<file path="src/vdm_pkg.sv">
// Purpose: shared constants and carriers for the valve diagnostic monitor
// Assumes: 50 MHz clock, 32-bit classic wishbone register access
// Notes:   scaled units: 0.01 % travel, 0.1 degC, 10 uA loop current
`default_nettype none
package vdm_pkg;
   // waiting times count in 1 ms steps
   localparam int unsigned CLK_HZ        = 50_000_000;
   localparam int unsigned WAIT_STEP_US  = 1000;
   localparam int unsigned WAIT_STEP_CYC = CLK_HZ / 1_000_000 * WAIT_STEP_US;

   // fixed limits of the minor status flags
   localparam logic signed [15:0] LOW_LOOP_CURRENT_10UA = 16'sh017c; // 3.80 mA
   localparam logic signed [15:0] OVER_TEMP_LOW_DC      = 16'shfe3e; // -45 C
   localparam logic signed [15:0] OVER_TEMP_HIGH_DC     = 16'sh0352; // +85 C
   localparam logic signed [15:0] PILOT_DRIVE_MIN       = 16'sh09c4; // 25 %
   localparam logic signed [15:0] PILOT_DRIVE_MAX       = 16'sh1d4c; // 75 %

   // register byte offsets
   localparam logic [7:0] OFS_CMD      = 8'h00;
   localparam logic [7:0] OFS_CFG_BASE = 8'h04;
   localparam logic [7:0] OFS_PEAK     = 8'h30;
   localparam logic [7:0] OFS_DAY_MAX  = 8'h34;
   localparam logic [7:0] OFS_DEV      = 8'h38;
   localparam logic [7:0] OFS_CRIT     = 8'h3c;
   localparam logic [7:0] OFS_MINOR    = 8'h40;
   localparam logic [7:0] OFS_VALVE    = 8'h44;

   // configuration words from OFS_CFG_BASE
   localparam int CFG_WORDS      = 11;
   localparam int CFG_ENABLE     = 0;
   localparam int CFG_SPEED_THR  = 1;  // [15:0] up, [31:16] down
   localparam int CFG_DEV_THR    = 2;  // [15:0] plus, [31:16] minus
   localparam int CFG_DEV_WAIT   = 3;  // [15:0] ms
   localparam int CFG_TEMP_THR   = 4;  // [15:0] high, [31:16] low
   localparam int CFG_TEMP_WAIT  = 5;  // [15:0] ms
   localparam int CFG_SS_THR     = 6;
   localparam int CFG_STROKE_THR = 7;
   localparam int CFG_CYCLE_THR  = 8;
   localparam int CFG_SHUT_THR   = 9;
   localparam int CFG_ZERO_THR   = 10; // [15:0] up, [31:16] down
   localparam logic [31:0] CFG_RESET = 32'h0000_0000;

   // command word bits
   localparam int CMD_UPDATE_PEAK = 0;
   localparam int CMD_CLEAR_PEAK  = 1;
   localparam int CMD_CLEAR_RESET = 2;

   // alarm enable bits
   localparam int EN_STICK  = 0;
   localparam int EN_STROKE = 1;
   localparam int EN_CYCLE  = 2;
   localparam int EN_ZERO   = 3;
   localparam int EN_SHUT   = 4;
   localparam int EN_SPEED  = 5;
   localparam int EN_DEV    = 6;
   localparam int EN_TEMP   = 7;

   // timed channels
   localparam int TCH_DEV_POS = 0;
   localparam int TCH_DEV_NEG = 1;
   localparam int TCH_TEMP_HI = 2;
   localparam int TCH_TEMP_LO = 3;
   localparam int TCH_NUM     = 4;

   typedef struct packed {
      logic [15:0]        speed_up;
      logic [15:0]        speed_dn;
      logic               speed_valid;
      logic               day_tick;
      logic signed [15:0] travel_pct;
      logic signed [15:0] input_pct;
      logic signed [15:0] temperature;
      logic signed [15:0] loop_current;
      logic signed [15:0] pilot_drive;
      logic signed [15:0] zero_angle_now;
      logic signed [15:0] zero_angle_init;
   } vdm_meas_s;

   typedef struct packed {
      logic [31:0] stick_slip;
      logic [31:0] total_stroke;
      logic [31:0] cycle_count;
      logic [31:0] shutoff_count;
   } vdm_count_s;

   typedef struct packed {
      logic lever_detached;
      logic angle_out_of_range;
      logic connector_detached;
      logic ram_fault;
      logic rom_fault;
      logic input_sim;
      logic pilot_drive_sim;
      logic loop_test;
      logic step_test;
      logic automatic_setup;
      logic forced_end_position;
      logic settings_reset;
   } vdm_event_s;

   typedef struct packed {
      logic rom_fault;
      logic ram_fault;
      logic angle_sensor_fault_flag;
   } vdm_crit_s;

   typedef struct packed {
      logic settings_reset;
      logic automatic_setup_flag;
      logic step_test;
      logic loop_test;
      logic pilot_drive_forced_flag;
      logic input_sim;
      logic over_temp;
      logic forced_end_position_flag;
      logic pilot_drive_range_flag;
      logic low_loop_current_flag;
   } vdm_minor_s;

   typedef struct packed {
      logic temp_low;
      logic temp_high;
      logic dev_neg;
      logic dev_pos;
      logic speed_window;
      logic speed_dn;
      logic speed_up;
      logic shutoff_count;
      logic zero_err_dn;
      logic zero_err_up;
      logic cycle_count;
      logic total_stroke;
      logic stick_slip;
   } vdm_valve_s;
endpackage
`default_nettype wire
</file>
<file path="src/vdm_monitor.sv">
// Purpose: valve diagnostic alarm and status monitor, wishbone slave
// Assumes: measurements and events synchronous to clk_i, updated by firmware
// Notes:   alarms read as live levels; only the settings-reset flag is sticky
//
// What this block does
// - keep up and down peak speeds; update command copies the day's top speeds
// - clear command erases both stored peak speeds
// - window alarm when a stored peak lies beyond its programmed threshold
// - separate up and down alarms when the day's top speed exceeds threshold
// - deviation alarm only after threshold exceeded and waiting time elapsed
// - deviation is travel minus input; plus and minus bits, own thresholds
// - every alarm has an enable; disabled alarms never assert
// - temperature alarm when beyond high or low limit past waiting time
// - separate high and low temperature alarm flags
// - critical bits for angle sensor, working memory and program memory
// - low loop current flag at 3.80 mA or less
// - over-temperature flag below -45 C or above +85 C
// - flag when pilot drive is outside its normal range
// - flags while simulations, loop test, step test or auto setup run
// - flag while the valve is forced fully open or closed
// - flag after adjustment and setting data returned to initial values
// - valve status bits read ON when triggered, OFF otherwise
// - stick-slip, stroke, cycle and closure alarms when count exceeds limit
// - up and down zero-point error flags from current versus initial angle
//
// The placing of the registers and the Wishbone register port were decided locally.
`timescale 1ns/1ps
`default_nettype none
module vdm_monitor #(
   parameter int unsigned WAIT_STEP_CYCLES = vdm_pkg::WAIT_STEP_CYC
) (
   input  wire logic                clk_i,
   input  wire logic                rst_i,
   input  wire logic                ce_i,
   input  wire logic                wb_cyc_i,
   input  wire logic                wb_stb_i,
   input  wire logic                wb_we_i,
   input  wire logic [7:0]          wb_adr_i,
   input  wire logic [3:0]          wb_sel_i,
   input  wire logic [31:0]         wb_dat_i,
   output logic                     wb_ack_o,
   output logic [31:0]              wb_dat_o,
   input  wire vdm_pkg::vdm_meas_s  meas_i,
   input  wire vdm_pkg::vdm_count_s count_i,
   input  wire vdm_pkg::vdm_event_s event_i,
   output vdm_pkg::vdm_crit_s       crit_status_o,
   output vdm_pkg::vdm_minor_s      minor_status_o,
   output vdm_pkg::vdm_valve_s      valve_status_o
);

   // byte-lane merge, shared by every configuration word
   function automatic logic [31:0] lane_merge(input logic [31:0] old_v,
                                              input logic [31:0] new_v,
                                              input logic [3:0]  sel);
      logic [31:0] res;
      res = old_v;
      for (int b = 0; b < 4; b++)
      begin
         if (sel[b])
         begin
            res[b*8 +: 8] = new_v[b*8 +: 8];
         end
      end
      return res;
   endfunction

   logic [31:0]        cfg_reg [vdm_pkg::CFG_WORDS];
   logic [15:0]        peak_up_reg;
   logic [15:0]        peak_dn_reg;
   logic [15:0]        day_up_reg;
   logic [15:0]        day_dn_reg;
   logic [15:0]        step_cnt_reg;
   logic               step_tick_reg;
   logic [15:0]        wait_cnt_reg [vdm_pkg::TCH_NUM];
   logic               timed_reg [vdm_pkg::TCH_NUM];
   logic               reset_seen_reg;
   logic [31:0]        rd_next;
   logic               bus_req;
   logic               wr_take;
   logic [7:0]         cfg_ofs;
   logic [3:0]         cfg_idx;
   logic               cfg_hit;
   logic [7:0]         en;
   logic signed [16:0] dev_val;
   logic signed [16:0] zero_diff;
   logic               tch_cond [vdm_pkg::TCH_NUM];
   logic [15:0]        tch_wait [vdm_pkg::TCH_NUM];
   logic               tch_en [vdm_pkg::TCH_NUM];
   logic               cmd_update;
   logic               cmd_clear;
   logic               cmd_clr_reset;

   // writes land on the edge that samples ack
   assign bus_req  = wb_cyc_i & wb_stb_i;
   assign wr_take  = bus_req & wb_we_i & wb_ack_o;
   assign cfg_ofs  = wb_adr_i - vdm_pkg::OFS_CFG_BASE;
   assign cfg_idx  = cfg_ofs[5:2];
   assign cfg_hit  = (wb_adr_i >= vdm_pkg::OFS_CFG_BASE)
                   & (wb_adr_i < vdm_pkg::OFS_PEAK)
                   & (wb_adr_i[1:0] == 2'h0);
   assign cmd_update    = wr_take & (wb_adr_i == vdm_pkg::OFS_CMD)
                        & wb_sel_i[0] & wb_dat_i[vdm_pkg::CMD_UPDATE_PEAK];
   assign cmd_clear     = wr_take & (wb_adr_i == vdm_pkg::OFS_CMD)
                        & wb_sel_i[0] & wb_dat_i[vdm_pkg::CMD_CLEAR_PEAK];
   assign cmd_clr_reset = wr_take & (wb_adr_i == vdm_pkg::OFS_CMD)
                        & wb_sel_i[0] & wb_dat_i[vdm_pkg::CMD_CLEAR_RESET];
   assign en = cfg_reg[vdm_pkg::CFG_ENABLE][7:0];

   // ack one cycle after the request, for one cycle
   always_ff @(posedge clk_i)
   begin
      if (rst_i)
      begin
         wb_ack_o <= 1'b0;
         wb_dat_o <= 32'h0000_0000;
      end
      else if (ce_i)
      begin
         wb_ack_o <= bus_req & ~wb_ack_o;
         if (bus_req & ~wb_ack_o)
         begin
            wb_dat_o <= rd_next;
         end
      end
   end

   // configuration words
   generate
      for (genvar g = 0; g < vdm_pkg::CFG_WORDS; g++)
      begin : g_cfg
         always_ff @(posedge clk_i)
         begin
            if (rst_i)
            begin
               cfg_reg[g] <= vdm_pkg::CFG_RESET;
            end
            else if (ce_i & wr_take & cfg_hit & (cfg_idx == 4'(g)))
            begin
               cfg_reg[g] <= lane_merge(cfg_reg[g], wb_dat_i, wb_sel_i);
            end
         end
      end
   endgenerate

   // read mux; unmapped words answer zero
   always_comb
   begin
      rd_next = 32'h0000_0000;
      if (cfg_hit)
      begin
         rd_next = cfg_reg[cfg_idx];
      end
      else
      begin
         case (wb_adr_i)
            vdm_pkg::OFS_PEAK:    rd_next = {peak_dn_reg, peak_up_reg};
            vdm_pkg::OFS_DAY_MAX: rd_next = {day_dn_reg, day_up_reg};
            vdm_pkg::OFS_DEV:     rd_next = 32'(dev_val);
            vdm_pkg::OFS_CRIT:    rd_next = 32'(crit_status_o);
            vdm_pkg::OFS_MINOR:   rd_next = 32'(minor_status_o);
            vdm_pkg::OFS_VALVE:   rd_next = 32'(valve_status_o);
            default:              rd_next = 32'h0000_0000;
         endcase
      end
   end

   // daily top speed per direction, restarted on the day tick
   always_ff @(posedge clk_i)
   begin
      if (rst_i)
      begin
         day_up_reg <= 16'h0000;
         day_dn_reg <= 16'h0000;
      end
      else if (ce_i)
      begin
         if (meas_i.day_tick)
         begin
            // a sample in the boundary cycle opens the new day
            day_up_reg <= meas_i.speed_valid ? meas_i.speed_up : 16'h0000;
            day_dn_reg <= meas_i.speed_valid ? meas_i.speed_dn : 16'h0000;
         end
         else if (meas_i.speed_valid)
         begin
            if (meas_i.speed_up > day_up_reg)
            begin
               day_up_reg <= meas_i.speed_up;
            end
            if (meas_i.speed_dn > day_dn_reg)
            begin
               day_dn_reg <= meas_i.speed_dn;
            end
         end
      end
   end

   // stored peaks; clear beats update when both are written
   always_ff @(posedge clk_i)
   begin
      if (rst_i)
      begin
         peak_up_reg <= 16'h0000;
         peak_dn_reg <= 16'h0000;
      end
      else if (ce_i)
      begin
         if (cmd_clear)
         begin
            peak_up_reg <= 16'h0000;
            peak_dn_reg <= 16'h0000;
         end
         else if (cmd_update)
         begin
            peak_up_reg <= day_up_reg;
            peak_dn_reg <= day_dn_reg;
         end
      end
   end

   // deviation and zero-point difference, both signed
   assign dev_val   = 17'(meas_i.travel_pct) - 17'(meas_i.input_pct);
   assign zero_diff = 17'(meas_i.zero_angle_now)
                    - 17'(meas_i.zero_angle_init);

   // timed channel conditions, deviation thresholds taken as magnitudes, temperature limits signed
   always_comb
   begin
      tch_cond[vdm_pkg::TCH_DEV_POS] = dev_val >
         $signed({1'b0, cfg_reg[vdm_pkg::CFG_DEV_THR][15:0]});
      tch_cond[vdm_pkg::TCH_DEV_NEG] = dev_val <
         -$signed({1'b0, cfg_reg[vdm_pkg::CFG_DEV_THR][31:16]});
      tch_cond[vdm_pkg::TCH_TEMP_HI] = meas_i.temperature >
         $signed(cfg_reg[vdm_pkg::CFG_TEMP_THR][15:0]);
      tch_cond[vdm_pkg::TCH_TEMP_LO] = meas_i.temperature <
         $signed(cfg_reg[vdm_pkg::CFG_TEMP_THR][31:16]);
      tch_wait[vdm_pkg::TCH_DEV_POS] = cfg_reg[vdm_pkg::CFG_DEV_WAIT][15:0];
      tch_wait[vdm_pkg::TCH_DEV_NEG] = cfg_reg[vdm_pkg::CFG_DEV_WAIT][15:0];
      tch_wait[vdm_pkg::TCH_TEMP_HI] = cfg_reg[vdm_pkg::CFG_TEMP_WAIT][15:0];
      tch_wait[vdm_pkg::TCH_TEMP_LO] = cfg_reg[vdm_pkg::CFG_TEMP_WAIT][15:0];
      tch_en[vdm_pkg::TCH_DEV_POS]   = en[vdm_pkg::EN_DEV];
      tch_en[vdm_pkg::TCH_DEV_NEG]   = en[vdm_pkg::EN_DEV];
      tch_en[vdm_pkg::TCH_TEMP_HI]   = en[vdm_pkg::EN_TEMP];
      tch_en[vdm_pkg::TCH_TEMP_LO]   = en[vdm_pkg::EN_TEMP];
   end

   // 1 ms step shared by all waiting counters
   always_ff @(posedge clk_i)
   begin
      if (rst_i)
      begin
         step_cnt_reg  <= 16'h0000;
         step_tick_reg <= 1'b0;
      end
      else if (ce_i)
      begin
         step_tick_reg <= (step_cnt_reg == 16'(WAIT_STEP_CYCLES - 1));
         if (step_cnt_reg == 16'(WAIT_STEP_CYCLES - 1))
         begin
            step_cnt_reg <= 16'h0000;
         end
         else
         begin
            step_cnt_reg <= step_cnt_reg + 16'h0001;
         end
      end
   end

   // waiting counters: wait resolution is one step, first step may be short
   generate
      for (genvar t = 0; t < vdm_pkg::TCH_NUM; t++)
      begin : g_wait
         always_ff @(posedge clk_i)
         begin
            if (rst_i)
            begin
               wait_cnt_reg[t] <= 16'h0000;
               timed_reg[t]    <= 1'b0;
            end
            else if (ce_i)
            begin
               if (~tch_cond[t] | ~tch_en[t])
               begin
                  wait_cnt_reg[t] <= 16'h0000;
               end
               else if (step_tick_reg & (wait_cnt_reg[t] != 16'hffff))
               begin
                  wait_cnt_reg[t] <= wait_cnt_reg[t] + 16'h0001;
               end
               timed_reg[t] <= tch_en[t] & tch_cond[t]
                             & (wait_cnt_reg[t] >= tch_wait[t]);
            end
         end
      end
   endgenerate

   // valve status, live levels gated by enables
   always_ff @(posedge clk_i)
   begin
      if (rst_i)
      begin
         valve_status_o <= '0;
      end
      else if (ce_i)
      begin
         valve_status_o.stick_slip    <= en[vdm_pkg::EN_STICK]
            & (count_i.stick_slip > cfg_reg[vdm_pkg::CFG_SS_THR]);
         valve_status_o.total_stroke  <= en[vdm_pkg::EN_STROKE]
            & (count_i.total_stroke > cfg_reg[vdm_pkg::CFG_STROKE_THR]);
         valve_status_o.cycle_count   <= en[vdm_pkg::EN_CYCLE]
            & (count_i.cycle_count > cfg_reg[vdm_pkg::CFG_CYCLE_THR]);
         valve_status_o.shutoff_count <= en[vdm_pkg::EN_SHUT]
            & (count_i.shutoff_count > cfg_reg[vdm_pkg::CFG_SHUT_THR]);
         valve_status_o.zero_err_up   <= en[vdm_pkg::EN_ZERO] & (zero_diff >
            $signed({1'b0, cfg_reg[vdm_pkg::CFG_ZERO_THR][15:0]}));
         valve_status_o.zero_err_dn   <= en[vdm_pkg::EN_ZERO] & (zero_diff <
            -$signed({1'b0, cfg_reg[vdm_pkg::CFG_ZERO_THR][31:16]}));
         valve_status_o.speed_up      <= en[vdm_pkg::EN_SPEED]
            & (day_up_reg > cfg_reg[vdm_pkg::CFG_SPEED_THR][15:0]);
         valve_status_o.speed_dn      <= en[vdm_pkg::EN_SPEED]
            & (day_dn_reg > cfg_reg[vdm_pkg::CFG_SPEED_THR][31:16]);
         valve_status_o.speed_window  <= en[vdm_pkg::EN_SPEED]
            & ((peak_up_reg > cfg_reg[vdm_pkg::CFG_SPEED_THR][15:0])
             | (peak_dn_reg > cfg_reg[vdm_pkg::CFG_SPEED_THR][31:16]));
         valve_status_o.dev_pos   <= timed_reg[vdm_pkg::TCH_DEV_POS];
         valve_status_o.dev_neg   <= timed_reg[vdm_pkg::TCH_DEV_NEG];
         valve_status_o.temp_high <= timed_reg[vdm_pkg::TCH_TEMP_HI];
         valve_status_o.temp_low  <= timed_reg[vdm_pkg::TCH_TEMP_LO];
      end
   end

   // critical failures follow their inputs
   always_ff @(posedge clk_i)
   begin
      if (rst_i)
      begin
         crit_status_o <= '0;
      end
      else if (ce_i)
      begin
         crit_status_o.angle_sensor_fault_flag <= event_i.lever_detached
            | event_i.angle_out_of_range
            | event_i.connector_detached;
         crit_status_o.ram_fault <= event_i.ram_fault;
         crit_status_o.rom_fault <= event_i.rom_fault;
      end
   end

   // settings-reset memory; a new reset event beats a software clear
   always_ff @(posedge clk_i)
   begin
      if (rst_i)
      begin
         reset_seen_reg <= 1'b0;
      end
      else if (ce_i)
      begin
         if (event_i.settings_reset)
         begin
            reset_seen_reg <= 1'b1;
         end
         else if (cmd_clr_reset)
         begin
            reset_seen_reg <= 1'b0;
         end
      end
   end

   // minor failures
   always_ff @(posedge clk_i)
   begin
      if (rst_i)
      begin
         minor_status_o <= '0;
      end
      else if (ce_i)
      begin
         minor_status_o.low_loop_current_flag <= meas_i.loop_current
            <= vdm_pkg::LOW_LOOP_CURRENT_10UA;
         minor_status_o.over_temp <=
            (meas_i.temperature < vdm_pkg::OVER_TEMP_LOW_DC)
          | (meas_i.temperature > vdm_pkg::OVER_TEMP_HIGH_DC);
         minor_status_o.pilot_drive_range_flag <=
            (meas_i.pilot_drive < vdm_pkg::PILOT_DRIVE_MIN)
          | (meas_i.pilot_drive > vdm_pkg::PILOT_DRIVE_MAX);
         minor_status_o.input_sim               <= event_i.input_sim;
         minor_status_o.pilot_drive_forced_flag <=
            event_i.pilot_drive_sim;
         minor_status_o.loop_test  <= event_i.loop_test;
         minor_status_o.step_test  <= event_i.step_test;
         minor_status_o.automatic_setup_flag <=
            event_i.automatic_setup;
         minor_status_o.forced_end_position_flag <=
            event_i.forced_end_position;
         minor_status_o.settings_reset <= reset_seen_reg
            | event_i.settings_reset;
      end
   end

endmodule
`default_nettype wire

</file>
<file path="config.mk">
export PLATFORM = sky130hd
export DESIGN_NAME = vdm_monitor
export DESIGN_NICKNAME = d
export VERILOG_FILES = /design/src/vdm_pkg.sv /design/src/vdm_monitor.sv
export SDC_FILE = /design/constraint.sdc
export NUM_CORES = 2
export LEC_CHECK = 0
export ABC_CLOCK_PERIOD_IN_PS = 5280
export BUFFER_PORTS_ARGS = -buffer_cell sky130_fd_sc_hd__buf_2
export CAP_MARGIN = 15
export CORE_MARGIN = 2
export CORE_UTILIZATION = 53
export DETAILED_ROUTE_END_ITERATION = 10
export PLACE_DENSITY = 0.83
export SKIP_CTS_REPAIR_TIMING = 1
export SYNTH_ARGS = -nofsm -noshare
export SYNTH_HDL_FRONTEND = slang
export SYNTH_SLANG_ARGS = --single-unit
</file>
<file path="constraint.sdc">
create_clock -name clk_i -period 5.28 [get_ports clk_i]
set_input_delay 0.528 -clock clk_i [delete_from_list [all_inputs] [get_ports clk_i]]
set_output_delay 0.528 -clock clk_i [all_outputs]
set_load 0.1 [all_outputs]
</file>
==> summary.txt <==
Clock tree
  • Longest Clk Path Bufs: 3
  • H-tree levels: 2
  • CTS tree: built
  • CTS Buf Count: 59
  • Clk sink count: 561
  • CTS root buf: clkbuf_16
  • Clk Latency, worst-skew pair: between 0.6 and 0.7 ns
  • Reg clk slew, reported paths: 0.06 ns

Placed design
  • Dpl cells: roughly 4,900
  • IO Port Bufs: 394
  • HPWL Detailed: 93,800 um
  • Placer Congestion: 1.03

STA
  • Tmin final: 4.71 ns
  • Setup TNS: 0 ns
  • Final Cycle Share: 0.892
  • Final Hold Vio Count: 0
  • Worst Max-Slew Pin Slew: 1.09 ns
  • RSZ-0062 raised after global routing: false
  • Clk_skew: 0.0303 ns
  • Hold_ws: 0.124 ns
  • Slew Viols, Final: 0
  • Relative slew slack: 0.267
  • Maximum clock rate: 0.212 GHz
  • Setup violators final: 0

Global routing
  • Grt ovf: 0
  • First-pass GRT wire length: 178,000 um
  • Initial antenna violation count: 16
  • Number of global-route vias before repair: a little under 30,000
  • Largest net degree at the start of global routing: 101
  • All-Layer GR Usage: 0.334

Worst setup path
  • CP peak stage delay: 0.56 ns
  • Critical path data arrival time: a little under 5 ns
  • Critical Path RT: 5.54 ns
  • Max stage delay cell, worst path: a21o_1
  • Crit. End Element: flip-flop
  • Crit-path cells: buf_2 > inv_1 > ha_1 > nor2b_1 > o31ai_1 > a21boi_1 > a221oi_2 > o21bai_1 > a21oi_1 > o21ai_0 > xor2_1 > ha_1 > nand4_1 > a211oi_1 > nand4_1 > o311ai_1 > o32ai_4 > nand3_1 > a21o_1
  • CP Max Fanout: 16
  • Worst setup SP type: input pin
  • Crit path kind: input pin to flip-flop
  • Reg2reg setup slack: around 0.78 ns

Floorplanning
  • Vert. Die Dim: 268 um
  • Initial Utilization: 0.538
  • # rows: 96
  • Total Die Area: 72,100 um^2
  • I/O pins: 395
  • Horiz. Die Dim: 268 um
  • Core area: 68,900 um^2

Detailed routing
  • Routed via count: a little over 30,000
  • DRT Wirelength: around 120,000 um
  • DRC Markers: 0
  • Antenna Nets Post-Route: 0
  • Drt pass-1 iters: 8
  • Vias per cell: slightly above 6
  • Routed wire per std cell: 24.3 um
  • Drt first-iter violations: 4,150

Pwr
  • Pwr/cell area: 274 nW/um^2
  • PnR Total Power: ~12 mW
  • Lkg Pwr: 18.3 nW
  • VDD IR max: 0.249 mV

Logic synthesis
  • Async SR Flop Fraction: 0
  • Register area share after synthesis: 0.416
  • Yosys top cell area share: 0.340
  • Area contributors post-synth: edfxtp_1, ha_1, dfxtp_1
  • Unique masters post-synth: 82
  • Avg Cell Area, Syn: 10.0 um^2
  • Mapped Area: 37,100 um^2
  • Post-synth EDFFs: 420
  • Flop and latch count out of synthesis: 561
  • Ys Warns: 0
  • Synth area leader: edfxtp_1
  • Synth Net Count: around 4,400
  • Synth Instances: roughly 3,700
  • Top_reg_cell synth: edfxtp_1

Finish
  • Layout cell share with drive strength beyond 1: 0.158
  • Final std cells w/o fill: approximately 5,000
  • Final Util: 0.611
  • Largest register FFs: 352
  • Total Nets Final: between 4,000 and 5,000
  • Most frequent cells in the layout: ha_1, edfxtp_1, buf_2, and2_1, inv_1
  • P&R area growth vs syn: 13.6%

Job
  • Max Cap Viol: 0

Status
  • Status: finished, final reports clean

Hold path
  • Hold crit path type: input pin to flip-flop
worst max-delay path, delay by kind of cell:
family,cells,cell delay (ns)
compound gates,10,2.82
xor+xnor,1,0.37
fa+ha+maj,2,0.46
buf+inv,2,0.19
simple gates,4,0.61
final cells by class:
| cell class | count | area [um^2] |
|---|---|---|
| clock buffers | 81 | 1680 |
| well taps | 931 | 1160 |
| clock inverters | 28 | 332 |
| multi-input cells | 2597 | 19700 |
| flip-flops and latches | 561 | 15400 |
| fillers | 5573 | 26900 |
| repair buffers | 448 | 2400 |
| inverters | 355 | 1330 |
| diodes | 10 | 25.0 |
synthesized netlist by cell type (19+ instances only):
| cell type | number |
|---|---|
| a211oi_1 | 25 |
| a21o_1 | 124 |
| a21oi_1 | 186 |
| a221o_1 | 29 |
| a22o_1 | 34 |
| and2_1 | 366 |
| and3_1 | 19 |
| clkbuf_1 | 154 |
| dfxtp_1 | 141 |
| edfxtp_1 | 420 |
| ha_1 | 421 |
| inv_1 | 354 |
| mux2i_1 | 62 |
| mux4_2 | 51 |
| nand2_1 | 126 |
| nand2b_1 | 43 |
| nand3_1 | 82 |
| nand4_1 | 76 |
| nor2_1 | 259 |
| nor2b_1 | 54 |
| nor3_1 | 100 |
| nor4_1 | 23 |
| o211ai_1 | 51 |
| o21a_1 | 32 |
| o21ai_0 | 126 |
| xnor2_1 | 57 |
| xor2_1 | 71 |
metrics by stage:
stage	area, um^2	setup WS [ns]
after floorplan	37100	0.467
after global placement	40100	0.102
after detailed placement	40100	-0.0624
after CTS	42100	0.576
after global routing	42100	0.242
final	42100	0.573
cell families after synthesis:
family / count (synthesis) / synth area share
and+or+nand+nor: 1204 / 0.173
AOI/OAI and AO/OA: 726 / 0.133
DFF: 561 / 0.416
buffers and inverters: 530 / 0.0541
adders and majority gates: 424 / 0.143
xor gates and xnor gates: 130 / 0.0315
muxes: 113 / 0.0477
layer usage:
metal	vias up	part of all wire	track usage
li1	14000	-	-
met5	-	0.00075	0
met4	14	0.052	0.156
met2	2081	0.43	0.514
met3	348	0.14	0.0854
met1	14600	0.37	0.443
final timing paths:
kind,start,endpoint,cells after the start
max,meas_i[81],wait_cnt_reg[1][8]$_SDFFCE_PN0P_,19
min,meas_i[130],day_up_reg[0]$_SDFFE_PP0P_,2
max reg2reg,cfg_reg[2][16]$_SDFFCE_PN0P_,wait_cnt_reg[1][8]$_SDFFCE_PN0P_,13
min reg2reg,wb_dat_o[1]$_SDFFE_PP0P_,wb_dat_o[1]$_SDFFE_PP0P_,2
power breakdown:
part | internal, mW | switching (mW)
sequential | 4.88 | 0.160
clock | 2.52 | 1.85
combinational | 0.766 | 1.33
Power figures use the tool's default switching activity.
